`src/common/rlc_pkg.sv`:
```
// Shared constants and types for the record level control block
package rlc_pkg;
  // ----------------------------------------------------------------
  // Register addresses on the control port
  // ----------------------------------------------------------------
  localparam logic [6:0] ADDR_CONFIG  = 7'h7B;
  localparam logic [6:0] ADDR_THRTIME = 7'h7C;
  localparam logic [6:0] ADDR_RESTART = 7'h7D;

  // ----------------------------------------------------------------
  // Field positions and reset values
  // ----------------------------------------------------------------
  localparam int CFG_RATE_LSB   = 6;
  localparam int CFG_LIMIT_LSB  = 4;
  localparam int CFG_MODE_LSB   = 2;
  localparam int CFG_BOTH_BIT   = 1;
  localparam int CFG_ENABLE_BIT = 0;
  localparam int THR_REC_LSB    = 5;
  localparam int THR_ATK_LSB    = 3;
  localparam int THR_RTIME_LSB  = 1;
  localparam int THR_ATIME_BIT  = 0;
  localparam logic [7:0] CONFIG_RESET  = 8'h00;
  localparam logic [7:0] THRTIME_RESET = 8'h00;
  localparam logic [7:0] THRTIME_MASK  = 8'h7F;

  // ----------------------------------------------------------------
  // Encodings
  // ----------------------------------------------------------------
  localparam logic [1:0] RATE_96K = 2'h0;
  localparam logic [1:0] RATE_48K = 2'h1;
  localparam logic [1:0] RATE_32K = 2'h2;
  localparam logic [7:0] KHZ_96   = 8'h60;
  localparam logic [7:0] KHZ_48   = 8'h30;
  localparam logic [7:0] KHZ_32   = 8'h20;
  localparam logic [1:0] MODE_NONE    = 2'h0;
  localparam logic [1:0] MODE_NORMAL  = 2'h1;
  localparam logic [1:0] MODE_LIMITED = 2'h2;
  localparam logic [4:0] LIMIT_CODE0 = 5'h03;
  localparam logic [4:0] LIMIT_CODE1 = 5'h07;
  localparam logic [4:0] LIMIT_CODE2 = 5'h0F;
  localparam logic [4:0] LIMIT_CODE3 = 5'h1F;

  // ----------------------------------------------------------------
  // Thresholds as linear full-scale magnitudes (0, -1, -2, -3, -4, -6 dB)
  // ----------------------------------------------------------------
  localparam logic [15:0] LVL_0DB = 16'h7FFF;
  localparam logic [15:0] LVL_M1DB = 16'h7214;
  localparam logic [15:0] LVL_M2DB = 16'h65AC;
  localparam logic [15:0] LVL_M3DB = 16'h5A9D;
  localparam logic [15:0] LVL_M4DB = 16'h50C3;
  localparam logic [15:0] LVL_M6DB = 16'h4026;

  // ----------------------------------------------------------------
  // Times in ms, then gain step and ceiling; timers count samples, so cycles = ms * kHz
  // ----------------------------------------------------------------
  localparam logic [7:0] ATK_MS_0 = 8'h01;
  localparam logic [7:0] ATK_MS_1 = 8'h04;
  localparam logic [7:0] REC_MS_0 = 8'h20;
  localparam logic [7:0] REC_MS_1 = 8'h40;
  localparam logic [7:0] REC_MS_2 = 8'h80;
  localparam logic [8:0] REC_MS_3 = 9'h100;
  localparam logic [7:0] GAIN_STEP = 8'h02;
  localparam logic [7:0] GAIN_MAX  = 8'hFE;

  // Stereo sample pair
  typedef struct packed {
    logic signed [15:0] left;
    logic signed [15:0] right;
  } rlc_sample_s;
endpackage : rlc_pkg

```
`src/rtl/rlc_level_control.sv`:
```
// Record level control: sample FIFO, gain reduction engine and registers
`timescale 1ns/1ps

// ------------------------------------------------------------------
// Sample FIFO
// ------------------------------------------------------------------
module rlc_fifo #(
  parameter int WIDTH = 32,
  parameter int DEPTH = 8
) (
  // Clock and reset
  input  wire logic             clk,
  input  wire logic             nrst,
  // Fill side
  input  wire logic             inValid,
  output logic                  inReady,
  input  wire logic [WIDTH-1:0] inData,
  // Drain side
  output logic                  outValid,
  input  wire logic             outReady,
  output logic [WIDTH-1:0]      outData
);
  localparam int AW = $clog2(DEPTH);
  logic [WIDTH-1:0] mem [DEPTH];
  logic [AW-1:0]    wrPtr_reg;
  logic [AW-1:0]    rdPtr_reg;
  logic [AW:0]      count_reg;
  logic             push;
  logic             pop;

  // Honest full and empty from the occupancy count
  assign inReady  = (count_reg != (AW+1)'(DEPTH));
  assign outValid = (count_reg != '0);
  assign push     = inValid && inReady;
  assign pop      = outValid && outReady;
  assign outData  = mem[rdPtr_reg];

  // Storage
  always_ff @(posedge clk)
  begin
    if (push)
      mem[wrPtr_reg] <= inData;
  end

  // Pointers and count
  always_ff @(posedge clk or negedge nrst)
  begin
    if (!nrst)
    begin
      wrPtr_reg <= '0;
      rdPtr_reg <= '0;
      count_reg <= '0;
    end
    else
    begin
      if (push)
        wrPtr_reg <= (wrPtr_reg == AW'(DEPTH - 1)) ? '0 : wrPtr_reg + 1'b1;
      if (pop)
        rdPtr_reg <= (rdPtr_reg == AW'(DEPTH - 1)) ? '0 : rdPtr_reg + 1'b1;
      if (push && !pop)
        count_reg <= count_reg + 1'b1;
      else if (pop && !push)
        count_reg <= count_reg - 1'b1;
    end
  end
endmodule : rlc_fifo

// Overview of operation
// - The sample-rate field (00 96 kHz, 01 48 kHz, 10 32 kHz) must match the ADC rate and sets all timer lengths.
// - In limited recovery the recovery counter stops at 3, 7, 15 or 31 chosen by the counter-limit field.
// - The mode field picks no recovery, normal recovery or limited recovery.
// - With limit detect at 0, gain is reduced as soon as either channel exceeds the attack limit.
// - With limit detect at 1, gain is reduced only when both channels exceed the limit together.
// - Level control runs only while bit 0 of the configuration register is 1.
// - The configuration register holds rate, counter limit, mode, limit detect and enable in bits 7 to 0.
// - Recovery thresholds are -2/-3/-4/-6 dB and attack thresholds 0/-1/-2/-4 dB.
// - The second register holds recovery threshold, attack threshold, recovery time and attack time.
// - The third register is one eight-bit restart function.
// - Any write to the third register restarts level control and a read returns the gain reduction.
module rlc_level_control #(
  parameter int FIFO_DEPTH = 8
) (
  // Clock and reset
  input  wire logic                 clk,
  input  wire logic                 nrst,
  // Internal side of the control port
  input  wire logic [6:0]           regAddr,
  input  wire logic                 regWrite,
  input  wire logic                 regRead,
  input  wire logic [7:0]           regWdata,
  output logic [7:0]                regRdata,
  // ADC sample stream in
  input  wire logic                 sampleInValid,
  output logic                      sampleInReady,
  input  wire rlc_pkg::rlc_sample_s sampleIn,
  // Level-controlled stream out
  output logic                      sampleOutValid,
  input  wire logic                 sampleOutReady,
  output rlc_pkg::rlc_sample_s      sampleOut
);
  logic [7:0]           config_reg;
  logic [7:0]           thrTime_reg;
  logic [7:0]           gainRed_reg;
  logic [15:0]          atkTimer_reg;
  logic [15:0]          recTimer_reg;
  logic [4:0]           recCount_reg;
  logic                 restart;
  logic                 enable;
  logic                 fifoValid;
  logic                 take;
  rlc_pkg::rlc_sample_s fifoData;
  logic [7:0]           rateKhz;
  logic [15:0]          atkLen;
  logic [15:0]          recLen;
  logic [4:0]           countLimit;
  logic [15:0]          atkLevel;
  logic [15:0]          recLevel;
  logic [15:0]          magL;
  logic [15:0]          magR;
  logic                 overL;
  logic                 overR;
  logic                 attack;
  logic                 quiet;
  logic [1:0]           mode;
  logic [8:0]           gainFactor;

  // ----------------------------------------------------------------
  // Buffer
  // ----------------------------------------------------------------
  rlc_fifo #(.WIDTH($bits(rlc_pkg::rlc_sample_s)), .DEPTH(FIFO_DEPTH)) rlc_fifo_i (
    .clk      (clk),
    .nrst     (nrst),
    .inValid  (sampleInValid),
    .inReady  (sampleInReady),
    .inData   (sampleIn),
    .outValid (fifoValid),
    .outReady (take),
    .outData  (fifoData)
  );

  // Output stage stalls the FIFO when downstream holds off
  assign take = fifoValid && (!sampleOutValid || sampleOutReady);

  // ----------------------------------------------------------------
  // Registers
  // ----------------------------------------------------------------
  assign enable  = config_reg[rlc_pkg::CFG_ENABLE_BIT];
  assign restart = regWrite && (regAddr == rlc_pkg::ADDR_RESTART);
  assign mode    = config_reg[rlc_pkg::CFG_MODE_LSB +: 2];

  // Writable configuration, reserved bit 7 of the second register dropped
  always_ff @(posedge clk or negedge nrst)
  begin
    if (!nrst)
    begin
      config_reg  <= rlc_pkg::CONFIG_RESET;
      thrTime_reg <= rlc_pkg::THRTIME_RESET;
    end
    else if (regWrite)
    begin
      if (regAddr == rlc_pkg::ADDR_CONFIG)
        config_reg <= regWdata;
      else if (regAddr == rlc_pkg::ADDR_THRTIME)
        thrTime_reg <= regWdata & rlc_pkg::THRTIME_MASK;
    end
  end

  // Registered read data, unmapped addresses read zero
  always_ff @(posedge clk or negedge nrst)
  begin
    if (!nrst)
      regRdata <= 8'h00;
    else if (regRead)
    begin
      if (regAddr == rlc_pkg::ADDR_CONFIG)
        regRdata <= config_reg;
      else if (regAddr == rlc_pkg::ADDR_THRTIME)
        regRdata <= thrTime_reg;
      else if (regAddr == rlc_pkg::ADDR_RESTART)
        regRdata <= gainRed_reg;
      else
        regRdata <= 8'h00;
    end
  end

  // ----------------------------------------------------------------
  // Decoded settings
  // ----------------------------------------------------------------
  // Timer lengths in samples; reserved rate code falls back to 48 kHz
  always_comb
  begin
    case (config_reg[rlc_pkg::CFG_RATE_LSB +: 2])
      rlc_pkg::RATE_96K: rateKhz = rlc_pkg::KHZ_96;
      rlc_pkg::RATE_32K: rateKhz = rlc_pkg::KHZ_32;
      default:           rateKhz = rlc_pkg::KHZ_48;
    endcase
    atkLen = 16'(rateKhz) * 16'(thrTime_reg[rlc_pkg::THR_ATIME_BIT] ?
             rlc_pkg::ATK_MS_1 : rlc_pkg::ATK_MS_0);
    case (thrTime_reg[rlc_pkg::THR_RTIME_LSB +: 2])
      2'h0:    recLen = 16'(rateKhz) * 16'(rlc_pkg::REC_MS_0);
      2'h1:    recLen = 16'(rateKhz) * 16'(rlc_pkg::REC_MS_1);
      2'h2:    recLen = 16'(rateKhz) * 16'(rlc_pkg::REC_MS_2);
      default: recLen = 16'(rateKhz) * 16'(rlc_pkg::REC_MS_3);
    endcase
    case (config_reg[rlc_pkg::CFG_LIMIT_LSB +: 2])
      2'h0:    countLimit = rlc_pkg::LIMIT_CODE0;
      2'h1:    countLimit = rlc_pkg::LIMIT_CODE1;
      2'h2:    countLimit = rlc_pkg::LIMIT_CODE2;
      default: countLimit = rlc_pkg::LIMIT_CODE3;
    endcase
    case (thrTime_reg[rlc_pkg::THR_ATK_LSB +: 2])
      2'h0:    atkLevel = rlc_pkg::LVL_0DB;
      2'h1:    atkLevel = rlc_pkg::LVL_M1DB;
      2'h2:    atkLevel = rlc_pkg::LVL_M2DB;
      default: atkLevel = rlc_pkg::LVL_M4DB;
    endcase
    case (thrTime_reg[rlc_pkg::THR_REC_LSB +: 2])
      2'h0:    recLevel = rlc_pkg::LVL_M2DB;
      2'h1:    recLevel = rlc_pkg::LVL_M3DB;
      2'h2:    recLevel = rlc_pkg::LVL_M4DB;
      default: recLevel = rlc_pkg::LVL_M6DB;
    endcase
  end

  // ----------------------------------------------------------------
  // Level detection
  // ----------------------------------------------------------------
  // Magnitudes saturate so that full negative scale still compares
  assign magL   = fifoData.left[15] ? ((fifoData.left == 16'sh8000) ? 16'h7FFF : 16'(-fifoData.left))
                                    : 16'(fifoData.left);
  assign magR   = fifoData.right[15] ? ((fifoData.right == 16'sh8000) ? 16'h7FFF : 16'(-fifoData.right))
                                     : 16'(fifoData.right);
  assign overL  = (magL >= atkLevel);
  assign overR  = (magR >= atkLevel);
  assign attack = config_reg[rlc_pkg::CFG_BOTH_BIT] ? (overL && overR)
                                                     : (overL || overR);
  assign quiet  = (magL < recLevel) && (magR < recLevel);

  // ----------------------------------------------------------------
  // Gain engine, advanced once per sample taken from the FIFO
  // ----------------------------------------------------------------
  // Attack steps at once then waits the attack time before the next step
  always_ff @(posedge clk or negedge nrst)
  begin
    if (!nrst)
    begin
      gainRed_reg  <= 8'h00;
      atkTimer_reg <= 16'h0000;
      recTimer_reg <= 16'h0000;
      recCount_reg <= 5'h00;
    end
    else if (!enable || restart)
    begin
      gainRed_reg  <= 8'h00;
      atkTimer_reg <= 16'h0000;
      recTimer_reg <= 16'h0000;
      recCount_reg <= 5'h00;
    end
    else if (take)
    begin
      if (atkTimer_reg != 16'h0000)
        atkTimer_reg <= atkTimer_reg - 1'b1;
      if (attack)
      begin
        recTimer_reg <= 16'h0000;
        recCount_reg <= 5'h00;
        if (atkTimer_reg == 16'h0000)
        begin
          atkTimer_reg <= atkLen;
          gainRed_reg  <= (gainRed_reg >= rlc_pkg::GAIN_MAX) ? rlc_pkg::GAIN_MAX
                                                             : gainRed_reg + rlc_pkg::GAIN_STEP;
        end
      end
      else if (quiet && gainRed_reg != 8'h00 && (mode == rlc_pkg::MODE_NORMAL ||
               (mode == rlc_pkg::MODE_LIMITED && recCount_reg < countLimit)))
      begin
        // Recovery waits the full recovery time before each step
        if (recTimer_reg >= recLen - 16'h0001)
        begin
          recTimer_reg <= 16'h0000;
          gainRed_reg  <= (gainRed_reg < rlc_pkg::GAIN_STEP) ? 8'h00 : gainRed_reg - rlc_pkg::GAIN_STEP;
          if (mode == rlc_pkg::MODE_LIMITED)
            recCount_reg <= recCount_reg + 1'b1;
        end
        else
          recTimer_reg <= recTimer_reg + 1'b1;
      end
      else
        recTimer_reg <= 16'h0000;
    end
  end

  // ----------------------------------------------------------------
  // Output stage
  // ----------------------------------------------------------------
  // Linear gain of (256 - reduction)/256, applied with the current reduction
  assign gainFactor = 9'h100 - {1'b0, gainRed_reg};

  // Registered output sample
  always_ff @(posedge clk or negedge nrst)
  begin
    if (!nrst)
    begin
      sampleOutValid <= 1'b0;
      sampleOut      <= '0;
    end
    else if (take)
    begin
      sampleOutValid  <= 1'b1;
      sampleOut.left  <= 16'((25'(fifoData.left) * $signed({16'h0000, gainFactor})) >>> 8);
      sampleOut.right <= 16'((25'(fifoData.right) * $signed({16'h0000, gainFactor})) >>> 8);
    end
    else if (sampleOutReady)
      sampleOutValid <= 1'b0;
  end
endmodule : rlc_level_control

```
`config.mk`:
```
export PLATFORM = sky130hd
export DESIGN_NAME = rlc_level_control
export DESIGN_NICKNAME = d
export VERILOG_FILES = /design/src/common/rlc_pkg.sv /design/src/rtl/rlc_level_control.sv
export SDC_FILE = /design/constraint.sdc
export NUM_CORES = 1
export LEC_CHECK = 0
export BUFFER_PORTS_ARGS = -buffer_cell sky130_fd_sc_hd__buf_2
export CORE_MARGIN = 2
export CORE_UTILIZATION = 50
export DETAILED_ROUTE_END_ITERATION = 8
export MAX_ROUTING_LAYER = met4
export PLACE_DENSITY = 0.67
export SLEW_MARGIN = 40
export SYNTH_ARGS = -nofsm -noshare
export SYNTH_HDL_FRONTEND = slang
export SYNTH_HIERARCHICAL = 1
export SYNTH_SLANG_ARGS = --single-unit
```
`constraint.sdc`:
```
create_clock -name clk -period 12 [get_ports clk]
set_input_delay 2.4 -clock clk [delete_from_list [all_inputs] [get_ports clk]]
set_output_delay 2.4 -clock clk [all_outputs]
set_load 0.02 [all_outputs]
```
==> flow_metrics.tcl <==
set metrics [dict create \
    clk_latency_ns 0.58 \
    grt_pass1_vias 18100 \
    cts_resized 0 \
    crit_path_max_fanout 38 \
    async_flop_share_pct 30.1 \
    cts_setup_buffers 0 \
    synth_top_flop_cell "edfxtp_1" \
    min_to "sampleOut[19]$_DFFE_PN0P_" \
    worst-setup-path-type "flop to flop" \
    syn_area_um2 26400 \
    status "finished clean" \
    cp_data_required_time_ns 12.43 \
    netlist_instances 2307 \
    ys_seq_area_share_pct 39.5 \
    syn_avg_cell_area_um2 11.5 \
    cts_root_buf "clkbuf_16" \
    max_freq_mhz 130 \
    cts_sinks 366 \
    antenna_found_initial 5 \
    pin_count 95 \
    worst_r2r_endpoint "recTimer_reg[13]$_DFFE_PN0P_" \
    rows 84 \
    viasPerCell 5.66 \
    core_area_um2 52400 \
    fin_skew_ns 0.0379 \
    wirelength_mm 59.6 \
    hold_class "flop to flop" \
    synth_edf_count 256 \
    htree_levels 2 \
    holdPathStages 2 \
    reg.largest.list "rlc_fifo_i/mem x256, sampleOut x32" \
    grt_usage_pct 23.2 \
    setup_tns_ns 0 \
    dp_hpwl_mm 42.1 \
    startpoint_type "flop" \
    floorplan.initialDensity_pct 50.4 \
    timing.hold.ws_ns 0.461 \
    place_area_um2 27700 \
    ir_worst_vdd_uv 143 \
    num_vias 17500 \
    synth_top_area_share_pct 29.1 \
    numPortBuffers 94 \
    crit_arrival_ns 8.11 \
    drive_gt1_share_pct 14.4 \
    ys_types 81 \
    period_share_pct 63.9 \
    grt_first_pass_wirelength_mm 96.5 \
    r2r_slack_ns 4.33 \
    gp_congestion 0.913 \
    leakagePower_nw 12.5 \
    most-common-layout-cells "nand2_1 (265), edfxtp_1 (256), inv_1 (244)" \
    synth.area.top_cells "edfxtp_1 (29%), fa_1 (15%), ha_1 (11%), dfrtp_1 (10%), mux4_2 (5.5%)" \
    fp.dieW_um 234 \
    fp.dieArea_um2 54700 \
    drt_first_pass_iters 5 \
    ant_nets 0 \
    worstHoldStart "sampleOut[19]$_DFFE_PN0P_" \
    yosysWarnings 6 \
    grt-ovfl-total 0 \
    fin_util_pct 55.4 \
    relSlewSlack_pct 44.7 \
    synth_top_area_cell "edfxtp_1" \
    drv_cap 0 \
    final_area_um2 29100 \
    period_needed_ns 7.67 \
    nets 2831 \
    setup_violations 0 \
    r2r_cells 17 \
    ys_ff_latch 366 \
    grt_max_degree 77 \
    area_growth_syn_to_layout_pct 9.87 \
    total_power_w 0.00851 \
    clkTransAtPathRegs_ns 0.06 \
    cts_tree "built" \
    die_h_um 234 \
    tightest_slew_ns 0.830 \
    final_max_slew_viol_count 0 \
    p_per_area_nw_per_um2 293 \
    reg2reg_from "rlc_fifo_i/rdPtr_reg[0]$_DFFE_PN0P_" \
    clock_path_buffers 3 \
    final_hold_viol_count 0 \
    first_iter_violations 1075 \
    cts_hold_buf 0 \
    rsz0062_at_grt "false" \
    end_kind "flop" \
    numCtsBuffers 41 \
    routedWlPerCell_um 19.3 \
    drc_errors 0 \
    largest_register_ffs 256 \
    regMostFlops "rlc_fifo_i/mem" \
    final_common_cell "nand2_1" \
]
-- critical path, stage by stage (launching register included) --
cell	delay, ns
dfrtp_4	0.90
buf_4	0.61
mux4_2	0.59
mux2_2	0.42
nor4b_2	0.46
nand2_1	0.13
or3_1	0.37
or4_1	0.71
nand2_1	0.18
ha_1	0.25
a2111oi_0	0.37
o21ai_0	0.16
o21a_1	0.14
o31ai_1	0.42
nand3_1	0.15
nor3_2	0.39
nand3_1	0.66
o41ai_1	0.55
-- stage by stage --
stage | instances | worst slack, ns
after CTS | 3080 | 4.35
final | 3087 | 4.33
after detailed placement | 3005 | 4.42
after global routing | 3085 | 3.68
after global placement | 3003 | 4.56
after floorplan | 2312 | 5.79
-- Yosys cell counts, types with 22 or more instances --
cell type,n
fa_1,193
dfrtp_1,110
a21oi_1,68
ha_1,225
xnor2_1,41
nor3_1,25
and2_1,126
nor2_1,85
mux4_2,64
o31ai_1,24
clkbuf_1,93
nand4_1,22
nand3_1,32
nand2_1,266
xor2_1,30
o21ai_0,104
mux2_2,52
edfxtp_1,256
inv_1,244
-- cell type report --
class | count | area, um2
antenna | 7 | 17.5
clock buffer | 50 | 1090
clock inverter | 25 | 282
fill | 4258 | 23400
inverter | 245 | 920
multi-input combinational | 1590 | 14800
sequential | 366 | 10400
tap | 688 | 861
timing repair buffer | 116 | 661
-- worst max-delay path by stage --
stage	startpoint	end	slack, ns	cells after the start
after floorplan	rlc_fifo_i/rdPtr_reg[1]$_DFFE_PN0P_	sampleOut[31]$_DFFE_PN0P_	5.79	23
after global placement	rlc_fifo_i/rdPtr_reg[0]$_DFFE_PN0P_	recTimer_reg[6]$_DFFE_PN0P_	4.56	19
after detailed placement	rlc_fifo_i/rdPtr_reg[0]$_DFFE_PN0P_	recTimer_reg[13]$_DFFE_PN0P_	4.42	18
after CTS	rlc_fifo_i/rdPtr_reg[0]$_DFFE_PN0P_	recTimer_reg[13]$_DFFE_PN0P_	4.35	18
after global routing	rlc_fifo_i/rdPtr_reg[0]$_DFFE_PN0P_	recTimer_reg[6]$_DFFE_PN0P_	3.68	20
final	rlc_fifo_i/rdPtr_reg[0]$_DFFE_PN0P_	recTimer_reg[13]$_DFFE_PN0P_	4.33	17
-- power breakdown --
group | switching, W | internal, W
Combinational | 0.00328 | 0.00225
Sequential | 0.000132 | 0.00159
Clock | 0.000529 | 0.000725
Total | 0.00394 | 0.00457
-- per-layer routing --
metal | share of wire [%] | up-vias | GRT usage, %
met5 | 0 | - | -
met4 | 2.4 | 0 | 6.59
met3 | 5.6 | 101 | 3.95
met2 | 48 | 447 | 37.5
met1 | 44 | 8800 | 30.3
li1 | - | 8113 | -
-- kinds of logic (layout without fill, tap and decap cells) --
| kind of cell | Yosys count | in the layout | synth area share [%] |
|---|---|---|---|
| AO/OA/AOI/OAI | 319 | 319 | 7.58 |
| XOR/XNOR | 71 | 71 | 2.35 |
| adder cells (fa/ha/maj) | 419 | 419 | 25.3 |
| buffers and inverters | 356 | 436 | 5.25 |
| flip-flops | 366 | 366 | 39.5 |
| multiplexers | 119 | 119 | 7.80 |
| other | 1 | 13 | 0.0142 |
| AND/OR/NAND/NOR | 656 | 656 | 12.2 |
Power figures use the tool's default switching activity.
